### src/acsq_pkg.sv
// Constants, register map and state type of the converter sequencer.
`default_nettype none
package acsq_pkg;
  // Register byte addresses on the APB bus.
  localparam logic [7:0] ADDR_CONTROL     = 8'h00;
  localparam logic [7:0] ADDR_DIVIDER     = 8'h04;
  localparam logic [7:0] ADDR_RESULT_HIGH = 8'h08;
  localparam logic [7:0] ADDR_RESULT_LOW  = 8'h0c;
  localparam logic [7:0] ADDR_STATUS      = 8'h10;
  localparam logic [7:0] ADDR_MASK        = 8'h14;
  // Control register fields.
  localparam int CTL_ON_BIT   = 0;
  localparam int CTL_GO_BIT   = 1;
  localparam int CTL_CHAN_LSB = 2;
  localparam int CTL_CHAN_MSB = 6;
  // Status and mask fields.
  localparam int STAT_DONE_BIT  = 0;
  localparam int STAT_ABORT_BIT = 1;
  // Reset values.
  localparam logic [4:0] CHAN_RESET    = 5'h00;
  localparam logic [7:0] DIVIDER_RESET = 8'h03;
  localparam logic [1:0] MASK_RESET    = 2'h0;
  // Conversion shape: result width, first trial code and last bit-period counts.
  localparam int         RESULT_WIDTH  = 10;
  localparam logic [3:0] CONV_LAST     = 4'ha;
  localparam logic [1:0] ABORT_LAST    = 2'h1;
  localparam logic [9:0] TRIAL_FIRST   = 10'h200;
  // External inputs five to seven exist on the larger package.
  localparam logic       LARGE_PACKAGE = 1'b1;
  // Sequencer states.
  typedef enum logic [1:0] {
    ST_OFF     = 2'b00,
    ST_ACQ     = 2'b01,
    ST_CONV    = 2'b10,
    ST_HOLDOFF = 2'b11
  } acsq_state_t;
endpackage : acsq_pkg
`default_nettype wire

### src/acsq_sar_if.sv
// Interface between the sequencer control and the approximation engine.
`timescale 1ns/100ps
`default_nettype none
interface acsq_sar_if;
  logic       tick;    // One pclk pulse per converter bit period.
  logic       start;   // Begin a conversion.
  logic       abort;   // Drop the conversion without a result.
  logic       cmp;     // Synchronised comparator, high when input is at or above trial.
  logic       busy;    // Conversion running.
  logic       done;    // One-cycle pulse at normal completion.
  logic [9:0] trial;   // Code presented to the converter core.
  logic [9:0] result;  // Last completed result.
  modport ctrl (output tick, start, abort, cmp, input busy, done, trial, result);
  modport engine (input tick, start, abort, cmp, output busy, done, trial, result);
endinterface : acsq_sar_if
`default_nettype wire

### src/acsq_tick.sv
// Converter bit-period tick generator divided down from pclk.
`timescale 1ns/100ps
`default_nettype none
module acsq_tick (
  input  wire logic       pclk,
  input  wire logic       presetn,
  input  wire logic       clk_en,
  input  wire logic       run,
  input  wire logic [7:0] divider,
  output var  logic       tick
);
  logic [7:0] cnt_q;  // Cycles elapsed in the current bit period.

  // Counts divider+1 cycles per period and restarts whenever run drops.
  always_ff @(posedge pclk or negedge presetn) begin
    if (!presetn) begin
      cnt_q <= 8'h00;
      tick  <= 1'b0;
    end else if (clk_en) begin
      if (!run) begin
        cnt_q <= 8'h00;
        tick  <= 1'b0;
      end else if (cnt_q == divider) begin
        cnt_q <= 8'h00;
        tick  <= 1'b1;
      end else begin
        cnt_q <= cnt_q + 8'h01;
        tick  <= 1'b0;
      end
    end
  end
endmodule : acsq_tick
`default_nettype wire

### src/acsq_sar.sv
// Successive-approximation engine resolving one bit per bit period.
`timescale 1ns/100ps
`default_nettype none
module acsq_sar (
  input  wire logic   pclk,
  input  wire logic   presetn,
  input  wire logic   clk_en,
  acsq_sar_if.engine  sif
);
  logic [3:0] period_q;  // Bit periods completed in this conversion.
  logic [9:0] mask_q;    // Bit currently under trial.

  // The first period only disconnects the sampler; bits follow MSB first.
  always_ff @(posedge pclk or negedge presetn) begin
    if (!presetn) begin
      period_q   <= 4'h0;
      mask_q     <= 10'h000;
      sif.busy   <= 1'b0;
      sif.done   <= 1'b0;
      sif.trial  <= 10'h000;
      sif.result <= 10'h000;
    end else if (clk_en) begin
      sif.done <= 1'b0;
      if (sif.abort) begin
        // Result is left as it was.
        sif.busy <= 1'b0;
      end else if (sif.start) begin
        sif.busy  <= 1'b1;
        period_q  <= 4'h0;
        mask_q    <= acsq_pkg::TRIAL_FIRST;
        sif.trial <= acsq_pkg::TRIAL_FIRST;
      end else if (sif.busy && sif.tick) begin
        period_q <= period_q + 4'h1;
        if (period_q != 4'h0) begin
          // Keep or drop the bit under trial, then try the next one.
          sif.trial <= (sif.cmp ? sif.trial : (sif.trial & ~mask_q)) | (mask_q >> 1);
          mask_q    <= mask_q >> 1;
        end
        if (period_q == acsq_pkg::CONV_LAST) begin
          sif.busy   <= 1'b0;
          sif.done   <= 1'b1;
          sif.result <= sif.cmp ? sif.trial : (sif.trial & ~mask_q);
        end
      end
    end
  end
endmodule : acsq_sar
`default_nettype wire

### src/acsq_top.sv
// Converter sequencer: APB registers, sequencing state machine and interrupt.
`timescale 1ns/100ps
`default_nettype none
module acsq_top (
  input  wire logic        pclk,
  input  wire logic        presetn,
  input  wire logic        clk_en,
  input  wire logic        psel,
  input  wire logic        penable,
  input  wire logic        pwrite,
  input  wire logic [7:0]  paddr,
  input  wire logic [31:0] pwdata,
  output var  logic [31:0] prdata,
  output var  logic        pready,
  output var  logic        pslverr,
  input  wire logic        sleep_req,
  input  wire logic        cmp_in,
  output var  logic        irq,
  output var  logic        power_on,
  output var  logic        sample_close,
  output var  logic [4:0]  chan_sel,
  output var  logic        chan_valid,
  output var  logic [9:0]  dac_code
);
  acsq_sar_if sif ();

  acsq_pkg::acsq_state_t state_q;  // Sequencer state.
  logic        on_q;               // Converter enable bit.
  logic        go_q;               // Start/status bit.
  logic [4:0]  chan_q;             // Channel select field.
  logic [7:0]  div_q;              // Bit-period divider.
  logic [1:0]  stat_q;             // Sticky event bits.
  logic [1:0]  mask_q;             // Interrupt mask.
  logic [1:0]  hold_q;             // Bit periods waited after an abort.
  logic        slp1_q;             // Sleep synchroniser, first stage.
  logic        slp2_q;             // Sleep synchroniser, second stage.
  logic        slp3_q;             // Sleep synchroniser, third stage.
  logic        sleep_q;            // Accepted sleep level.
  logic        cmp1_q;             // Comparator synchroniser, first stage.
  logic        cmp2_q;             // Comparator synchroniser, second stage.
  logic        cmp3_q;             // Comparator synchroniser, third stage.
  logic        cmp_q;              // Accepted comparator level.
  logic        wr_done;            // APB write completes this edge.
  logic        rd_done;            // APB read completes this edge.
  logic        abort_ev;           // Running conversion is dropped.
  logic [31:0] rd_mux;             // Read data for the current address.
  logic        mapped;             // Address hits a register.

  // Channel codes that reach the sampler: internal or external signals.
  function automatic logic chan_routed(input logic [4:0] code);
    logic ok;
    ok = 1'b0;
    if (code[4:3] == 2'b11) begin
      ok = (code <= 5'h1c) || acsq_pkg::LARGE_PACKAGE;
    end else if (code[4] == 1'b0) begin
      ok = (code != 5'h08) && (code != 5'h09);
    end
    return ok;
  endfunction : chan_routed

  // Engine and tick generator.
  acsq_sar u_sar (
    .pclk    (pclk),
    .presetn (presetn),
    .clk_en  (clk_en),
    .sif     (sif.engine)
  );

  acsq_tick u_tick (
    .pclk    (pclk),
    .presetn (presetn),
    .clk_en  (clk_en),
    .run     ((state_q == acsq_pkg::ST_CONV) || (state_q == acsq_pkg::ST_HOLDOFF)),
    .divider (div_q),
    .tick    (sif.tick)
  );

  // APB completion strobes, taken at the edge where pready is high.
  assign wr_done = psel && penable && pready && pwrite;
  assign rd_done = psel && penable && pready && !pwrite;

  // The running conversion is dropped once the start bit has been cleared.
  assign abort_ev  = (state_q == acsq_pkg::ST_CONV) && !go_q && !sif.done;
  assign sif.abort = abort_ev;
  assign sif.start = (state_q == acsq_pkg::ST_ACQ) && go_q;
  assign sif.cmp   = cmp_q;

  // Sleep pin passes three flops; a change counts once stages two and three agree.
  always_ff @(posedge pclk or negedge presetn) begin
    if (!presetn) begin
      slp1_q  <= 1'b0;
      slp2_q  <= 1'b0;
      slp3_q  <= 1'b0;
      sleep_q <= 1'b0;
    end else if (clk_en) begin
      slp1_q <= sleep_req;
      slp2_q <= slp1_q;
      slp3_q <= slp2_q;
      if (slp2_q == slp3_q) begin
        sleep_q <= slp3_q;
      end
    end
  end

  // Comparator pin is synchronised the same way.
  always_ff @(posedge pclk or negedge presetn) begin
    if (!presetn) begin
      cmp1_q <= 1'b0;
      cmp2_q <= 1'b0;
      cmp3_q <= 1'b0;
      cmp_q  <= 1'b0;
    end else if (clk_en) begin
      cmp1_q <= cmp_in;
      cmp2_q <= cmp1_q;
      cmp3_q <= cmp2_q;
      if (cmp2_q == cmp3_q) begin
        cmp_q <= cmp3_q;
      end
    end
  end

  // Software-written registers: control enable and channel, divider, and interrupt mask.
  always_ff @(posedge pclk or negedge presetn) begin
    if (!presetn) begin
      on_q   <= 1'b0;
      chan_q <= acsq_pkg::CHAN_RESET;
      div_q  <= acsq_pkg::DIVIDER_RESET;
      mask_q <= acsq_pkg::MASK_RESET;
    end else if (clk_en && wr_done) begin
      if (paddr == acsq_pkg::ADDR_CONTROL) begin
        on_q   <= pwdata[acsq_pkg::CTL_ON_BIT];
        chan_q <= pwdata[acsq_pkg::CTL_CHAN_MSB:acsq_pkg::CTL_CHAN_LSB];
      end
      if (paddr == acsq_pkg::ADDR_DIVIDER) begin
        div_q <= pwdata[7:0];
      end
      if (paddr == acsq_pkg::ADDR_MASK) begin
        mask_q <= pwdata[1:0];
      end
    end
  end

  // Start/status bit: software sets or clears it, completion clears it.
  always_ff @(posedge pclk or negedge presetn) begin
    if (!presetn) begin
      go_q <= 1'b0;
    end else if (clk_en) begin
      if (sif.done || sleep_q || !on_q) begin
        // Completion, sleep or power-off always leave the bit clear.
        go_q <= 1'b0;
      end else if (wr_done && (paddr == acsq_pkg::ADDR_CONTROL)) begin
        // A start is only taken while acquiring or converting.
        go_q <= pwdata[acsq_pkg::CTL_GO_BIT] && pwdata[acsq_pkg::CTL_ON_BIT]
                && ((state_q == acsq_pkg::ST_ACQ) || (state_q == acsq_pkg::ST_CONV));
      end
    end
  end

  // Sequencing state machine.
  always_ff @(posedge pclk or negedge presetn) begin
    if (!presetn) begin
      state_q <= acsq_pkg::ST_OFF;
      hold_q  <= 2'h0;
    end else if (clk_en) begin
      unique case (state_q)
        acsq_pkg::ST_OFF: begin
          // Powered down until enabled and awake.
          if (on_q && !sleep_q) begin
            state_q <= acsq_pkg::ST_ACQ;
          end
        end
        acsq_pkg::ST_ACQ: begin
          // Sampler tracks the selected channel until a start.
          if (!on_q || sleep_q) begin
            state_q <= acsq_pkg::ST_OFF;
          end else if (go_q) begin
            state_q <= acsq_pkg::ST_CONV;
          end
        end
        acsq_pkg::ST_CONV: begin
          // Completion returns to acquisition; an abort holds off first, or goes to off if disabled or asleep.
          if (sif.done) begin
            state_q <= acsq_pkg::ST_ACQ;
          end else if (abort_ev) begin
            hold_q  <= 2'h0;
            state_q <= (on_q && !sleep_q) ? acsq_pkg::ST_HOLDOFF : acsq_pkg::ST_OFF;
          end
        end
        acsq_pkg::ST_HOLDOFF: begin
          // Two ticks pass, the first closing the bit period in progress, then acquisition restarts unprompted.
          if (!on_q || sleep_q) begin
            state_q <= acsq_pkg::ST_OFF;
          end else if (sif.tick) begin
            hold_q <= hold_q + 2'h1;
            if (hold_q == acsq_pkg::ABORT_LAST) begin
              state_q <= acsq_pkg::ST_ACQ;
            end
          end
        end
      endcase
    end
  end

  // Sticky events; a new event wins over the read that clears it.
  always_ff @(posedge pclk or negedge presetn) begin
    if (!presetn) begin
      stat_q <= 2'h0;
    end else if (clk_en) begin
      if (rd_done && (paddr == acsq_pkg::ADDR_STATUS)) begin
        stat_q <= 2'h0;
      end
      if (sif.done) begin
        stat_q[acsq_pkg::STAT_DONE_BIT] <= 1'b1;
      end
      if (abort_ev) begin
        stat_q[acsq_pkg::STAT_ABORT_BIT] <= 1'b1;
      end
    end
  end

  // Read multiplexer over the register map.
  always_comb begin
    rd_mux = 32'h0000_0000;
    mapped = 1'b1;
    unique case (paddr)
      acsq_pkg::ADDR_CONTROL:     rd_mux[6:0] = {chan_q, go_q, on_q};
      acsq_pkg::ADDR_DIVIDER:     rd_mux[7:0] = div_q;
      acsq_pkg::ADDR_RESULT_HIGH: rd_mux[1:0] = sif.result[9:8];
      acsq_pkg::ADDR_RESULT_LOW:  rd_mux[7:0] = sif.result[7:0];
      acsq_pkg::ADDR_STATUS:      rd_mux[1:0] = stat_q;
      acsq_pkg::ADDR_MASK:        rd_mux[1:0] = mask_q;
      default:                    mapped      = 1'b0;
    endcase
  end

  // APB answer: one wait state, error on unmapped addresses.
  always_ff @(posedge pclk or negedge presetn) begin
    if (!presetn) begin
      pready  <= 1'b0;
      pslverr <= 1'b0;
      prdata  <= 32'h0000_0000;
    end else if (clk_en) begin
      pready  <= psel && penable && !pready;
      pslverr <= psel && penable && !pready && !mapped;
      if (psel && penable && !pready && !pwrite) begin
        prdata <= rd_mux;
      end
    end
  end

  // Registered outputs to the analog side and the interrupt line.
  always_ff @(posedge pclk or negedge presetn) begin
    if (!presetn) begin
      irq          <= 1'b0;
      power_on     <= 1'b0;
      sample_close <= 1'b0;
      chan_sel     <= acsq_pkg::CHAN_RESET;
      chan_valid   <= 1'b0;
      dac_code     <= 10'h000;
    end else if (clk_en) begin
      irq          <= |(stat_q & mask_q);
      power_on     <= on_q && !sleep_q;
      sample_close <= (state_q == acsq_pkg::ST_ACQ);
      chan_sel     <= chan_q;
      chan_valid   <= chan_routed(chan_q);
      dac_code     <= sif.trial;
    end
  end
endmodule : acsq_top
`default_nettype wire

### config.mk
export PLATFORM = sky130hd
export DESIGN_NAME = acsq_top
export DESIGN_NICKNAME = d
export VERILOG_FILES = /design/src/acsq_pkg.sv /design/src/acsq_sar_if.sv /design/src/acsq_tick.sv /design/src/acsq_sar.sv /design/src/acsq_top.sv
export SDC_FILE = /design/constraint.sdc
export NUM_CORES = 1
export LEC_CHECK = 0
export ABC_AREA = 0
export BUFFER_PORTS_ARGS = -buffer_cell sky130_fd_sc_hd__buf_2
export CORE_MARGIN = 1
export CORE_UTILIZATION = 30
export CTS_CLUSTER_DIAMETER = 200
export DETAILED_ROUTE_END_ITERATION = 12
export SLEW_MARGIN = 15
export SYNTH_ARGS = -nofsm -noshare
export SYNTH_HDL_FRONTEND = slang
export SYNTH_HIERARCHICAL = 1
export SYNTH_SLANG_ARGS = --single-unit
### constraint.sdc
create_clock -name pclk -period 2.3 [get_ports pclk]
set_input_delay 0.115 -clock pclk [delete_from_list [all_inputs] [get_ports pclk]]
set_output_delay 0.115 -clock pclk [all_outputs]
set_load 0.005 [all_outputs]
==> results.ini <==
[die]
dieArea_um2 = 18000
io_pins = 101
std_cell_rows = 48
die_w_um = 134
coreArea_um2 = 17200
die_h_um = 134
start_util_pct = 30.6

[yosys]
yosysMostFrequentCell = dfrtp_1
synth_common_cells = dfrtp_1 (103), mux2_2 (44), inv_1 (38)
synth_edf_count = 0
synth_area_per_cell_um2 = 11.2
yosys.area.top_type = dfrtp_1
synth-main-ff-cell = dfrtp_1
synth-seq-cells = 105
synthCells = 470
synthArstFlopShare_pct = 100
synth.distinct_cells = 58
ys_warn_count = 6
ys_seq_area_share_pct = 50.0
synth_top_area_share_pct = 49.0
synth_area_leaders = dfrtp_1 (49%), mux2_2 (9.4%), buf_4 (3.4%)
synth_area_um2 = 5260

[grt]
busiest_layer = met2
grt_pass1_wl_um = 18900
grt_max_degree = 43
grt-ovfl-total = 0
antenna_found_initial = 0
gr-usage-met1_pct = 16.9
grt_pass1_vias = 3718
grt_usage_pct = 13.3
use_met3_pct = 2.34
use_met2_pct = 22.7

[timing]
min_period_ps = 2100
slew_headroom_pct = 63.7
setup_violations = 0
fin_crit_sh_pct = 91.5
max_freq_mhz = 475
rsz0062_at_grt = false
final_max_slew_viol_count = 0
worst_slew_pin_slew_ps = 545
setup_tns_ps = 0
clock_skew_ps = 6.44
hold_viol_final = 0

[min_path]
hp-class = input pin to flop
hold_path_depth = 2
holdCritStartpoint = pwdata[3]

[worst_setup_path]
path_max_fanout = 21
timing.rr.start = state_q[0]
worstSetupStartpoint = state_q[0]
critical_path_depth = 6
slowest_delay_ps = 610
worstSetupStartpointType = flop
cp.arrival_ps = 2310
timing.critical_path.mode_cell = buf_4
end_kind = flop
slowest_stage = or4_4
cp_num_buf_inv = 2
required_ps = 2510
critPathKind = flop to flop
cp_cell_sequence = ha_1 -> and2_1 -> buf_4 -> or4_4 -> buf_4 -> mux2i_1
crit_family = simple AND/OR/NAND/NOR gates
reg2reg_depth = 6

[power_and_ir_drop]
ir_drop_mv = 0.388
p_leak_nw = 2.92
power_mw = 3.95
power_density_nw_per_um2 = 646

[run_status]
status = completed

[clock_tree]
clk_latency_ps = 340
clkSinkCount = 105
cts_htree_levels = 3
cts-buffers-inserted = 9
clk_pin_slew_ps = 70
cts_tree = built
cts-root-buf = clkbuf_16
cts_buffer_depth = 2

[place]
gp_congestion = 0.806
hpwl_um = 8470
portBuffers = 52

[routing]
drt_iter0_markers = 269
via_per_inst = 4.80
antenna_left = 0
wirelength_um = 11500
drtPass1Iterations = 4
drc_errors = 0
vias = 3674
wire_per_inst_um = 15.1

[final_layout]
area.growth.synth_to_final_pct = 16.4
drive_above_1_share_pct = 28.3
utilization_pct = 35.6
nets = 593
antennaDiodeCount = 0

[run]
cap_violations = 0

==> worst paths after layout <==
check                                       to  slack (ps)
max                        u_sar/sif.result[4]         200
min                                  chan_q[1]          20
max reg2reg                u_sar/sif.result[4]         200
min reg2reg                          prdata[5]         500
max in group asynchronous             div_q[0]        1330
min in group asynchronous          dac_code[4]         290
==> cell families (layout without fill, tap and decap cells) <==
logic type	Yosys count	after routing	share of synthesized area, %
adder cells (fa/ha/maj)	10	10	2.38
buffers and inverters	79	126	7.74
multiplexers	69	69	15.2
other	1	24	0.0714
AO/OA/AOI/OAI	90	90	11.3
flip-flops	105	105	50.0
AND/OR/NAND/NOR	108	108	11.8
XOR/XNOR	8	8	1.48
==> power breakdown <==
| part | switching (mW) | internal, mW |
|---|---|---|
| sequential | 0.0665 | 1.92 |
| clock | 0.676 | 0.878 |
| combinational | 0.227 | 0.185 |
| total | 0.970 | 2.98 |
==> flip-flops by register name (all words and copies together), names as in the netlist, 2 cells and up <==
register and flops:
dac_code 10, chan_q 5, div_q 8, chan_sel 5, u_tick/cnt_q 8, u_sar/mask_q 10, u_sar/sif.trial 10, u_sar/period_q 4
stat_q 2, prdata 8, mask_q 2, hold_q 2, state_q 2, u_sar/sif.result 10
==> layer usage <==
metal  share of wire (%)  wire length, um
met5                   0                0
met4                 1.1              132
met3                 2.6              300
met2                  52             5990
met1                  44             5100
==> through the flow <==
stage | area, um^2 | setup WS [ps] | hold slack, ps | std cells
final | 6110 | 196 | 16.7 | 765
after global routing | 6110 | 79.8 | 5.01 | 765
after CTS | 6100 | 55.8 | 3.18 | 765
after detailed placement | 5790 | 53.2 | 138 | 748
after global placement | 5790 | 111 | 134 | 748
after floorplan | 5340 | 219 | -181 | 493
==> cell type report <==
class	instances	area, um^2
Tap cell	225	282
Clock inverter	6	65.1
Clock buffer	10	239
Sequential cell	105	2630
Inverter	38	143
Fill cell	1718	11100
Multi-Input combinational cell	309	2320
Timing Repair Buffer	72	440
==> worst register-to-register path: stages (launching register included) <==
cell and delay [ps]:
dfrtp_1 410, ha_1 220, and2_1 180, buf_4 210, or4_4 610, buf_4 200
mux2i_1 120
==> what timing repair did <==
action                     CTS  global route
resized for setup            0             4
hold endpoints to repair    36             0
hold buffers                 1             0
buffers inserted             0             0
setup endpoints to repair    0            24
==> cell usage in the layout, fill, tap and decap left out, drive strengths merged, types with 8 or more instances in the layout <==
cell	synthesis	routed
nand3	8	8
a31oi	8	8
nand2	23	23
buf	33	71
mux2i	17	17
o21ai	28	28
clkbuf	8	10
mux2	50	50
inv	38	40
ha	10	10
a21oi	15	15
dfrtp	103	103
xor2	8	8
nor2	19	19
nand4	12	12
nor2b	16	16
conb	1	24
(Power assumes the default switching activity.)
